## config.mk

```make
export PLATFORM = sky130hd
export DESIGN_NAME = dic_decode_top
export DESIGN_NICKNAME = d
export VERILOG_FILES = /design/src/dic_pkg.sv /design/src/dic_ptr_if.sv /design/src/dic_decode_top.sv /design/src/dic_ptr_unit.sv
export VERILOG_INCLUDE_DIRS = /design/src
export SDC_FILE = /design/constraint.sdc
export NUM_CORES = 2
export LEC_CHECK = 0
export ABC_CLOCK_PERIOD_IN_PS = 88700
export BUFFER_PORTS_ARGS = -buffer_cell sky130_fd_sc_hd__buf_2
export CAP_MARGIN = 30
export CORE_MARGIN = 8
export CORE_UTILIZATION = 55
export CTS_CLUSTER_SIZE = 10
export DETAILED_ROUTE_END_ITERATION = 8
export PLACE_DENSITY = 0.73
export SYNTH_ARGS = -nofsm -noshare
export SYNTH_HDL_FRONTEND = slang
export SYNTH_SLANG_ARGS = --single-unit
```

## constraint.sdc

```tcl
create_clock -name i_ref_clk -period 88.7 [get_ports i_ref_clk]
set_input_delay 8.87 -clock i_ref_clk [delete_from_list [all_inputs] [get_ports i_ref_clk]]
set_output_delay 8.87 -clock i_ref_clk [all_outputs]
set_load 0.1 [all_outputs]
```

## src/dic_params.svh

```systemverilog
`ifndef DIC_PARAMS_SVH
`define DIC_PARAMS_SVH

// Word sizes and pointer count.
`define DIC_IW 32
`define DIC_DW 16
`define DIC_NPTR 8

// Class, operation and register-selector fields.
`define DIC_CLS_HI 31
`define DIC_CLS_LO 28
`define DIC_OP_HI 27
`define DIC_OP_LO 24
`define DIC_SD_HI 23
`define DIC_SD_LO 18
`define DIC_SA_HI 17
`define DIC_SA_LO 12
`define DIC_SB_HI 11
`define DIC_SB_LO 6

// Two-operand immediate substitution.
`define DIC_BIMM_BIT 5
`define DIC_BIMM_HI 4
`define DIC_BIMM_LO 0

// Load/store fields.
`define DIC_LS_DIR_BIT 17
`define DIC_LS_PTR_HI 16
`define DIC_LS_PTR_LO 14
`define DIC_LS_MOD_HI 13
`define DIC_LS_MOD_LO 11
`define DIC_LS_SPACE_BIT 10
`define DIC_LS_IMM_HI 9
`define DIC_LS_IMM_LO 0

// Immediate-set fields; the 16-bit immediate is shared with branch and loop.
`define DIC_IS_AGU_BIT 23
`define DIC_IS_SEL_HI 22
`define DIC_IS_SEL_LO 17
`define DIC_IS_KIND_HI 22
`define DIC_IS_KIND_LO 21
`define DIC_IS_IDX_HI 20
`define DIC_IS_IDX_LO 18
`define DIC_IS_IMM_HI 15
`define DIC_IS_IMM_LO 0

// Highest legal register part code.
`define DIC_PART_MAX 3'h4
// Extra cycles a branch holds the decoder.
`define DIC_BRANCH_WAIT 2'h1
// Reset value of every address register.
`define DIC_AGU_RST 16'h0000

`endif

```

## src/dic_pkg.sv

```systemverilog
package dic_pkg;
`include "dic_params.svh"

typedef enum logic [3:0] {
    DIC_CLS_TRI = 4'h0,
    DIC_CLS_BIN = 4'h1,
    DIC_CLS_UNI = 4'h2,
    DIC_CLS_LS = 4'h3,
    DIC_CLS_XFER = 4'h4,
    DIC_CLS_IMM = 4'h5,
    DIC_CLS_BR = 4'h6,
    DIC_CLS_LOOP = 4'h7,
    DIC_CLS_CTL = 4'h8
} dic_class_t;

typedef enum logic [2:0] {
    DIC_UNIT_NONE = 3'h0,
    DIC_UNIT_MAC = 3'h1,
    DIC_UNIT_ALU = 3'h2,
    DIC_UNIT_SHIFT = 3'h3,
    DIC_UNIT_AGU = 3'h4,
    DIC_UNIT_SEQ = 3'h5
} dic_unit_t;

typedef enum logic [2:0] {
    DIC_MOD_NONE = 3'h0,
    DIC_MOD_INC = 3'h1,
    DIC_MOD_DEC = 3'h2,
    DIC_MOD_STEP = 3'h3,
    DIC_MOD_MODULO = 3'h4,
    DIC_MOD_REVSTEP = 3'h5,
    DIC_MOD_ADDIMM = 3'h6
} dic_mod_t;

typedef enum logic [2:0] {
    DIC_PART_WHOLE = 3'h0,
    DIC_PART_LOW = 3'h1,
    DIC_PART_HIGH = 3'h2,
    DIC_PART_EXT = 3'h3,
    DIC_PART_EXTHIGH = 3'h4
} dic_part_t;

typedef struct packed {
    logic [2:0] part;
    logic [2:0] idx;
} dic_sel_t;

typedef enum logic [1:0] {
    DIC_AGU_DP = 2'h0,
    DIC_AGU_STEP = 2'h1,
    DIC_AGU_MODX = 2'h2,
    DIC_AGU_MODY = 2'h3
} dic_agu_t;

endpackage : dic_pkg

```

## src/dic_ptr_if.sv

```systemverilog
`timescale 1ns/100ps
`default_nettype none
`include "dic_params.svh"
interface dic_ptr_if;
    import dic_pkg::*;
    logic acc;
    logic [2:0] ptr;
    dic_mod_t mode;
    logic [`DIC_DW-1:0] imm;
    logic [`DIC_DW-1:0] addr;
    logic wr;
    dic_agu_t kind;
    logic [2:0] widx;
    logic [`DIC_DW-1:0] wdata;
    modport dec(output acc, output ptr, output mode, output imm, output wr, output kind, output widx,
                output wdata, input addr);
    modport agu(input acc, input ptr, input mode, input imm, input wr, input kind, input widx,
                input wdata, output addr);
endinterface : dic_ptr_if
`default_nettype wire

```

## src/dic_decode_top.sv

```systemverilog
// How it works
// - Each instruction arrives whole as one 32-bit word and is decoded from that word alone.
// - An instruction is taken every cycle, except that a branch holds the decoder for extra cycles.
// - Every word is put into exactly one of nine classes, undefined class codes going to control.
// - Three-operand words go to the multiply-accumulate unit with three register selectors.
// - Two-operand words go to the multiplier, arithmetic unit or shifter, optionally with an immediate input.
// - One-operand words go to the arithmetic unit with one register selector.
// - Load/store words move a 16-bit value between memory and any register in either direction.
// - Register transfer words name a source and a destination register.
// - Immediate-set words load a register or an address-generation register with the immediate.
// - Loop words hand a repeat count to the sequencer so no branch is needed.
// - Add-immediate modification works on all eight pointers, other modes only on the space's own four.
// - An indirect access addresses memory with the selected pointer's present contents, bit-reversed in reverse-step mode.
// - A pointer is modified after its access and the next instruction sees the new value.
`timescale 1ns/100ps
`default_nettype none
`include "dic_params.svh"
module dic_decode_top (
    input wire logic i_ref_clk,
    input wire logic i_nrst,
    input wire logic i_instr_valid,
    input wire logic [`DIC_IW-1:0] i_instr,
    output logic o_ready,
    output logic o_valid,
    output dic_pkg::dic_class_t o_class,
    output dic_pkg::dic_unit_t o_unit,
    output dic_pkg::dic_sel_t o_sel_dst,
    output dic_pkg::dic_sel_t o_sel_a,
    output dic_pkg::dic_sel_t o_sel_b,
    output logic o_use_imm,
    output logic [`DIC_DW-1:0] o_imm,
    output logic o_mem_acc,
    output logic o_mem_store,
    output logic o_mem_space,
    output logic [`DIC_DW-1:0] o_mem_addr,
    output logic o_loop,
    output logic o_illegal
);
    import dic_pkg::*;

    ////////////////////////////////////////////////////////////////////////////////////////////////
    typedef enum logic {
        DIC_ST_RUN = 1'b0,
        DIC_ST_WAIT = 1'b1
    } dic_state_t;

    dic_state_t state_r;
    dic_state_t state_nxt;
    logic [1:0] wait_r;
    logic take;
    dic_ptr_if ptr_bus ();

    dic_class_t cls_nxt;
    dic_unit_t unit_nxt;
    dic_sel_t dst_nxt;
    dic_sel_t a_nxt;
    dic_sel_t b_nxt;
    logic use_imm_nxt;
    logic [`DIC_DW-1:0] imm_nxt;
    logic mem_nxt;
    logic store_nxt;
    logic space_nxt;
    logic loop_nxt;
    logic bad_nxt;
    logic [3:0] cls_f;
    dic_sel_t f_sd;
    dic_sel_t f_sa;
    dic_sel_t f_sb;
    dic_sel_t f_is;
    logic [2:0] f_mod;
    logic [2:0] f_ptr;

    // A selector is good only when its part code names one of the five register views.
    function automatic logic sel_ok(input dic_sel_t s);
        return s.part <= `DIC_PART_MAX;
    endfunction : sel_ok

    assign take = i_instr_valid && o_ready;
    assign cls_f = i_instr[`DIC_CLS_HI:`DIC_CLS_LO];
    assign f_sd = i_instr[`DIC_SD_HI:`DIC_SD_LO];
    assign f_sa = i_instr[`DIC_SA_HI:`DIC_SA_LO];
    assign f_sb = i_instr[`DIC_SB_HI:`DIC_SB_LO];
    assign f_is = i_instr[`DIC_IS_SEL_HI:`DIC_IS_SEL_LO];
    assign f_mod = i_instr[`DIC_LS_MOD_HI:`DIC_LS_MOD_LO];
    assign f_ptr = i_instr[`DIC_LS_PTR_HI:`DIC_LS_PTR_LO];

    ////////////////////////////////////////////////////////////////////////////////////////////////
    always_comb begin
        cls_nxt = DIC_CLS_CTL;
        unit_nxt = DIC_UNIT_NONE;
        dst_nxt = '0;
        a_nxt = '0;
        b_nxt = '0;
        use_imm_nxt = 1'b0;
        imm_nxt = '0;
        mem_nxt = 1'b0;
        store_nxt = 1'b0;
        space_nxt = 1'b0;
        loop_nxt = 1'b0;
        bad_nxt = 1'b0;
        case (cls_f)
            DIC_CLS_TRI: begin
                cls_nxt = DIC_CLS_TRI;
                unit_nxt = DIC_UNIT_MAC;
                dst_nxt = f_sd;
                a_nxt = f_sa;
                b_nxt = f_sb;
                bad_nxt = !(sel_ok(f_sd) && sel_ok(f_sa) && sel_ok(f_sb));
            end
            DIC_CLS_BIN: begin
                cls_nxt = DIC_CLS_BIN;
                dst_nxt = f_sd;
                a_nxt = f_sa;
                use_imm_nxt = i_instr[`DIC_BIMM_BIT];
                if (i_instr[`DIC_BIMM_BIT]) begin
                    imm_nxt = 16'(i_instr[`DIC_BIMM_HI:`DIC_BIMM_LO]);
                end else begin
                    b_nxt = f_sb;
                end
                case (i_instr[`DIC_OP_HI:`DIC_OP_HI-1])
                    2'h0: unit_nxt = DIC_UNIT_MAC;
                    2'h1: unit_nxt = DIC_UNIT_ALU;
                    2'h2: unit_nxt = DIC_UNIT_SHIFT;
                    default: bad_nxt = 1'b1;
                endcase
                if (!sel_ok(f_sd) || !sel_ok(f_sa) || (!i_instr[`DIC_BIMM_BIT] && !sel_ok(f_sb))) begin
                    bad_nxt = 1'b1;
                end
            end
            DIC_CLS_UNI: begin
                cls_nxt = DIC_CLS_UNI;
                unit_nxt = DIC_UNIT_ALU;
                dst_nxt = f_sd;
                bad_nxt = !sel_ok(f_sd);
            end
            DIC_CLS_LS: begin
                cls_nxt = DIC_CLS_LS;
                unit_nxt = DIC_UNIT_AGU;
                dst_nxt = f_sd;
                store_nxt = i_instr[`DIC_LS_DIR_BIT];
                space_nxt = i_instr[`DIC_LS_SPACE_BIT];
                imm_nxt = 16'(i_instr[`DIC_LS_IMM_HI:`DIC_LS_IMM_LO]);
                // Outside add-immediate, X owns pointers 0-3 and Y owns 4-7.
                bad_nxt = !sel_ok(f_sd) || f_mod > DIC_MOD_ADDIMM ||
                          (f_mod != DIC_MOD_ADDIMM && f_ptr[2] != i_instr[`DIC_LS_SPACE_BIT]);
                mem_nxt = !bad_nxt;
            end
            DIC_CLS_XFER: begin
                cls_nxt = DIC_CLS_XFER;
                dst_nxt = f_sd;
                a_nxt = f_sa;
                bad_nxt = !(sel_ok(f_sd) && sel_ok(f_sa));
            end
            DIC_CLS_IMM: begin
                cls_nxt = DIC_CLS_IMM;
                use_imm_nxt = 1'b1;
                imm_nxt = i_instr[`DIC_IS_IMM_HI:`DIC_IS_IMM_LO];
                if (i_instr[`DIC_IS_AGU_BIT]) begin
                    unit_nxt = DIC_UNIT_AGU;
                end else begin
                    dst_nxt = f_is;
                    bad_nxt = !sel_ok(f_is);
                end
            end
            DIC_CLS_BR: begin
                cls_nxt = DIC_CLS_BR;
                unit_nxt = DIC_UNIT_SEQ;
                use_imm_nxt = 1'b1;
                imm_nxt = i_instr[`DIC_IS_IMM_HI:`DIC_IS_IMM_LO];
            end
            DIC_CLS_LOOP: begin
                cls_nxt = DIC_CLS_LOOP;
                unit_nxt = DIC_UNIT_SEQ;
                loop_nxt = 1'b1;
                use_imm_nxt = 1'b1;
                imm_nxt = i_instr[`DIC_IS_IMM_HI:`DIC_IS_IMM_LO];
            end
            DIC_CLS_CTL: begin
                unit_nxt = DIC_UNIT_SEQ;
            end
            default: begin
                unit_nxt = DIC_UNIT_SEQ;
                bad_nxt = 1'b1;
            end
        endcase
    end

    ////////////////////////////////////////////////////////////////////////////////////////////////
    // Pointer traffic only for accepted, legal words, so a refused word never moves a pointer.
    assign ptr_bus.acc = take && mem_nxt;
    assign ptr_bus.ptr = f_ptr;
    assign ptr_bus.mode = dic_mod_t'(f_mod);
    assign ptr_bus.imm = imm_nxt;
    assign ptr_bus.wr = take && cls_nxt == DIC_CLS_IMM && i_instr[`DIC_IS_AGU_BIT];
    assign ptr_bus.kind = dic_agu_t'(i_instr[`DIC_IS_KIND_HI:`DIC_IS_KIND_LO]);
    assign ptr_bus.widx = i_instr[`DIC_IS_IDX_HI:`DIC_IS_IDX_LO];
    assign ptr_bus.wdata = imm_nxt;

    dic_ptr_unit u_ptr (
        .i_ref_clk(i_ref_clk),
        .i_nrst(i_nrst),
        .io_ptr(ptr_bus)
    );

    ////////////////////////////////////////////////////////////////////////////////////////////////
    always_comb begin
        state_nxt = state_r;
        case (state_r)
            DIC_ST_RUN: begin
                if (take && cls_nxt == DIC_CLS_BR) begin
                    state_nxt = DIC_ST_WAIT;
                end
            end
            DIC_ST_WAIT: begin
                if (wait_r == 2'h0) begin
                    state_nxt = DIC_ST_RUN;
                end
            end
            default: state_nxt = DIC_ST_RUN;
        endcase
    end

    always_ff @(posedge i_ref_clk) begin
        if (!i_nrst) begin
            state_r <= DIC_ST_RUN;
            wait_r <= 2'h0;
            o_ready <= 1'b0;
        end else begin
            state_r <= state_nxt;
            if (state_r == DIC_ST_RUN) begin
                wait_r <= `DIC_BRANCH_WAIT - 2'h1;
            end else if (wait_r != 2'h0) begin
                wait_r <= wait_r - 2'h1;
            end
            o_ready <= state_nxt == DIC_ST_RUN;
        end
    end

    // Every decoded field is registered so the execution units see one clean word per cycle.
    always_ff @(posedge i_ref_clk) begin
        if (!i_nrst) begin
            o_valid <= 1'b0;
            o_class <= DIC_CLS_CTL;
            o_unit <= DIC_UNIT_NONE;
            o_sel_dst <= '0;
            o_sel_a <= '0;
            o_sel_b <= '0;
            o_use_imm <= 1'b0;
            o_imm <= '0;
            o_mem_acc <= 1'b0;
            o_mem_store <= 1'b0;
            o_mem_space <= 1'b0;
            o_mem_addr <= '0;
            o_loop <= 1'b0;
            o_illegal <= 1'b0;
        end else begin
            o_valid <= take;
            if (take) begin
                o_class <= cls_nxt;
                o_unit <= unit_nxt;
                o_sel_dst <= dst_nxt;
                o_sel_a <= a_nxt;
                o_sel_b <= b_nxt;
                o_use_imm <= use_imm_nxt;
                o_imm <= imm_nxt;
                o_mem_acc <= mem_nxt;
                o_mem_store <= store_nxt;
                o_mem_space <= space_nxt;
                o_mem_addr <= ptr_bus.addr;
                o_loop <= loop_nxt;
                o_illegal <= bad_nxt;
            end
        end
    end
endmodule : dic_decode_top
`default_nettype wire

```

## src/dic_ptr_unit.sv

```systemverilog
`timescale 1ns/100ps
`default_nettype none
`include "dic_params.svh"
module dic_ptr_unit (
    input wire logic i_ref_clk,
    input wire logic i_nrst,
    dic_ptr_if.agu io_ptr
);
    import dic_pkg::*;

    logic [`DIC_DW-1:0] data_pointers_r [`DIC_NPTR];
    logic [`DIC_DW-1:0] pointer_step_regs_r [`DIC_NPTR];
    logic [`DIC_DW-1:0] modulo_limit_x_r;
    logic [`DIC_DW-1:0] modulo_limit_y_r;
    logic [`DIC_DW-1:0] cur;
    logic [`DIC_DW-1:0] step;
    logic [`DIC_DW-1:0] ptr_nxt;

    function automatic logic [`DIC_DW-1:0] bit_rev(input logic [`DIC_DW-1:0] v);
        logic [`DIC_DW-1:0] r;
        r = '0;
        for (int i = 0; i < `DIC_DW; i++) begin
            r[i] = v[`DIC_DW-1-i];
        end
        return r;
    endfunction : bit_rev

    // The ring spans limit+1 words; the base keeps the pointer inside its own ring.
    function automatic logic [`DIC_DW-1:0] mod_step(input logic [`DIC_DW-1:0] p, input logic [`DIC_DW-1:0] n,
                                                    input logic [`DIC_DW-1:0] m);
        logic [`DIC_DW:0] span;
        logic [`DIC_DW-1:0] low;
        logic [`DIC_DW-1:0] wrapped;
        span = {1'b0, m} + 17'h00001;
        low = 16'({1'b0, p} % span);
        wrapped = 16'(({1'b0, low} + {1'b0, n}) % span);
        return wrapped + (p - low);
    endfunction : mod_step

    assign cur = data_pointers_r[io_ptr.ptr];
    assign step = pointer_step_regs_r[io_ptr.ptr];

    // The access uses the pointer before modification.
    assign io_ptr.addr = (io_ptr.mode == DIC_MOD_REVSTEP) ? bit_rev(cur) : cur;

    always_comb begin
        case (io_ptr.mode)
            DIC_MOD_INC: ptr_nxt = cur + 16'h0001;
            DIC_MOD_DEC: ptr_nxt = cur - 16'h0001;
            DIC_MOD_STEP: ptr_nxt = cur + step;
            DIC_MOD_REVSTEP: ptr_nxt = cur + step;
            DIC_MOD_MODULO: ptr_nxt = mod_step(cur, step, io_ptr.ptr[2] ? modulo_limit_y_r : modulo_limit_x_r);
            DIC_MOD_ADDIMM: ptr_nxt = cur + io_ptr.imm;
            default: ptr_nxt = cur;
        endcase
    end

    always_ff @(posedge i_ref_clk) begin
        if (!i_nrst) begin
            for (int i = 0; i < `DIC_NPTR; i++) begin
                data_pointers_r[i] <= `DIC_AGU_RST;
            end
        end else if (io_ptr.wr && io_ptr.kind == DIC_AGU_DP) begin
            data_pointers_r[io_ptr.widx] <= io_ptr.wdata;
        end else if (io_ptr.acc) begin
            data_pointers_r[io_ptr.ptr] <= ptr_nxt;
        end
    end

    always_ff @(posedge i_ref_clk) begin
        if (!i_nrst) begin
            for (int i = 0; i < `DIC_NPTR; i++) begin
                pointer_step_regs_r[i] <= `DIC_AGU_RST;
            end
        end else if (io_ptr.wr && io_ptr.kind == DIC_AGU_STEP) begin
            pointer_step_regs_r[io_ptr.widx] <= io_ptr.wdata;
        end
    end

    always_ff @(posedge i_ref_clk) begin
        if (!i_nrst) begin
            modulo_limit_x_r <= `DIC_AGU_RST;
            modulo_limit_y_r <= `DIC_AGU_RST;
        end else if (io_ptr.wr && io_ptr.kind == DIC_AGU_MODX) begin
            modulo_limit_x_r <= io_ptr.wdata;
        end else if (io_ptr.wr && io_ptr.kind == DIC_AGU_MODY) begin
            modulo_limit_y_r <= io_ptr.wdata;
        end
    end
endmodule : dic_ptr_unit
`default_nettype wire

```

==> summary.md <==
| Metric | Value |
|---|---|
| Maximum buffer depth of the clock tree | 3 |
| Flip-flop and latch count after synthesis | 356 |
| Post-Synthesis Mean Instance Area | 8.40 um2 |
| Number of search-and-repair iterations in the first detailed-routing pass | 6 |
| Number of antenna violations at the first check in global routing | 2 |
| Area leader, netlist | sky130_fd_sc_hd__edfxtp_1 |
| Count of clock tree sinks | 356 |
| Area of the core | 65600 um2 |
| Count leader, synth | sky130_fd_sc_hd__nor2_1 |
| Die height | 273 um |
| Congestion Overflow GR | 0 |
| Slowest cell on the critical path | sky130_fd_sc_hd__or4b_4 |
| Die Area | 74500 um2 |
| Worst EP required | 89.07 ns |
| Buffers on Ports | 97 |
| Wire length of the first global-routing pass | 175000 um |
| Worst min path class | flop to flop |
| DRC violation total after the first TritonRoute iteration | 3189 |
| Final worst path period need | 83.11 ns |
| Register cell area after layout | 9690 um2 |
| Placed Instance Area | 37700 um2 |
| Startpoint-to-endpoint class of the critical path | input pin to flop |
| Clock transition time at the flip-flop clock pins of the worst setup and hold paths | 0.06 ns |
| Leading cell types by count after synthesis | sky130_fd_sc_hd__nor2_1 (593), sky130_fd_sc_hd__nand2_1 (399), sky130_fd_sc_hd__ha_1 (346) |
| Final design area excluding fillers | 39300 um2 |
| CP Buf/Inv Count | 28 |
| Total nets after synthesis | 4723 |
| Clock root buffer | sky130_fd_sc_hd__clkbuf_16 |
| Crit-path leading delay family | compound AO/OA/AOI/OAI gates |
| Worst Tran Pin Value | 1.22 ns |
| Post-route DRC | 0 |
| Final antenna-violating net count | 0 |
| Flip-flop cell with the highest count after synthesis | sky130_fd_sc_hd__edfxtp_1 |
| Fin nets | 4759 |
| Max-cap violation count | 0 |
| Max stage delay on crit path | 0.65 ns |
| Main area contributors after synthesis | sky130_fd_sc_hd__edfxtp_1 (21%), sky130_fd_sc_hd__ha_1 (12%), sky130_fd_sc_hd__nor2_1 (6.1%), sky130_fd_sc_hd__dfxtp_1 (5.5%), sky130_fd_sc_hd__nand2_1 (4.1%) |
| Clock tree skew after final layout | 0.0168 ns |
| Total Neg Setup Slack | 0 ns |
| Post-synth EDFFs | 256 |
| Warnings, synthesis | 0 |
| Setup-violating endpoint count in the final report | 0 |
| Area delta synth->final | 8.04% |
| Portion of the clock cycle consumed by the worst path in the final layout | 93.7% |
| Vias in the first global route | 31400 |
| Largest net degree at the start of global routing | 83 |
| Ratio of cells with drive above 1 in the final layout | 11.4% |
| Category of the worst setup path capture point | flop |
| Crit path launch type | input pin |
| Register area share after synthesis | 26.7% |
| Maximum level of the CTS H-tree | 2 |
| Critical path peak fanout | 34 |
| Rows | 94 |
| Slew headroom | 17.7% |
| Final weighted congestion of routability-driven global placement | 0.971 |
| FILL cells | 5819 |
| Via density per instance | 6.34 |
| Run status | completed |
| Max Freq | 12.0 MHz |
| Fraction of synthesized cell area taken by the top area cell type | 21.2% |
| Arr. time, crit path | 83.49 ns |
| Cell area after synthesis | 36300 um2 |
| Yosys cell types | 108 |
| CTS tree | done |
| Via count | 33300 |
| Total I/O pin count | 100 |
| Overall routing resource usage | 29.4% |
| Cts-stage hold buffer count | 0 |
| Total half-perimeter wirelength after legalization and detailed placement | 83700 um |
| Setup slack after layout | 5.59 ns |
| Number of buffers inserted during clock tree synthesis | 41 |
| Area of the multi-input gates | 25400 um2 |
| Starting density of the core | 55.4% |
| Setup slack at placement | 1.69 ns |
| Post-Syn Instances | 4323 |
| Count of antenna diodes in the layout | 0 |
| Routed wire per std cell | 21.8 um |
| Total wire length after detailed routing | 115000 um |
| Asr flop ratio synth | 0% |
| Horizontal die dimension | 273 um |
| Number of pins exceeding their max-slew limit in the final report | 0 |
| Clock Latency Late Sink | 0.54 ns |
| Number of failing hold endpoints at the final stage | 0 |
-- final cells by class --
| class | count | share of cell area [%] |
|---|---|---|
| clock inverters | 1 | 0.0223 |
| multi-input cells | 3585 | 64.6 |
| clock buffers | 74 | 3.09 |
| inverters | 193 | 1.86 |
| well taps | 864 | 2.75 |
| flip-flops and latches | 356 | 24.7 |
| repair buffers | 182 | 2.96 |
-- repair_timing --
item / 4_1_cts / 5_1_grt
setup buffers: 0 / 17
endpoints found under the setup margin: 0 / 128
resized for setup: 0 / 60
-- cell usage in the layout, fill, tap and decap left out, types with 53 or more instances in the layout --
cell type	n
sky130_fd_sc_hd__o21ai_0	248
sky130_fd_sc_hd__dfxtp_1	100
sky130_fd_sc_hd__a21oi_1	281
sky130_fd_sc_hd__ha_1	346
sky130_fd_sc_hd__nor2b_1	78
sky130_fd_sc_hd__inv_1	189
sky130_fd_sc_hd__xor2_1	85
sky130_fd_sc_hd__buf_2	95
sky130_fd_sc_hd__nand3_1	72
sky130_fd_sc_hd__nor2_1	590
sky130_fd_sc_hd__buf_4	82
sky130_fd_sc_hd__nor3_1	99
sky130_fd_sc_hd__a21o_1	93
sky130_fd_sc_hd__mux4_2	53
sky130_fd_sc_hd__o21a_1	88
sky130_fd_sc_hd__edfxtp_1	256
sky130_fd_sc_hd__mux2_2	75
sky130_fd_sc_hd__and2_1	80
sky130_fd_sc_hd__nand2_1	396
sky130_fd_sc_hd__mux2i_1	84
sky130_fd_sc_hd__xnor2_1	162
-- registers in the layout (all words and copies together) (netlist names), 3 cells and up --
name	count
o_class	4
o_imm	16
o_mem_addr	16
o_sel_a	6
o_sel_b	6
o_sel_dst	6
o_unit	3
u_ptr.data_pointers_r	128
u_ptr.modulo_limit_x_r	16
u_ptr.modulo_limit_y_r	16
u_ptr.pointer_step_regs_r	128
-- per-stage QoR --
step	hold slack [ns]	utilization [%]	cells
after floorplan	0.454	-	4323
after global placement	0.449	57.4	5162
after detailed placement	0.461	57.4	5163
after CTS	0.470	59.2	5238
after global routing	0.485	59.8	5255
final	0.465	59.8	5255
-- worst paths after layout --
path / from / slack [ns] / to / depth (start not counted)
max: i_instr[16] / 5.59 / u_ptr.data_pointers_r[6][14] / 339
min: o_class[2] / 0.47 / o_class[2] / 2
max reg2reg: u_ptr.modulo_limit_x_r[0] / 14.01 / u_ptr.data_pointers_r[6][14] / 340
min reg2reg: o_class[2] / 0.47 / o_class[2] / 2
-- tightest hold or removal path, cell delays in order (launching register included) --
cell                       delay [ns]
sky130_fd_sc_hd__dfxtp_1         0.30
sky130_fd_sc_hd__nand2_1         0.04
sky130_fd_sc_hd__a21boi_0        0.07
-- routing by layer --
| layer | GRT usage [%] | routed length [um] | vias to the layer above |
|---|---|---|---|
| met2 | 47.9 | 51800 | 1484 |
| met1 | 38.2 | 46800 | 15600 |
| met3 | 4.24 | 10100 | 329 |
| met4 | 13.8 | 6000 | 2 |
| li1 | - | - | 15900 |
| met5 | 0 | 13 | - |
-- kinds of logic after synthesis --
logic type	share of synthesized area (%)
fa+ha+maj	13.0
buf+inv	4.28
simple gates	20.6
flops	26.7
mux	8.35
compound gates	20.9
xor+xnor	6.30
Power is not shown: default switching activity piles up to over one toggle a cycle in this logic, so the estimate is an artifact.
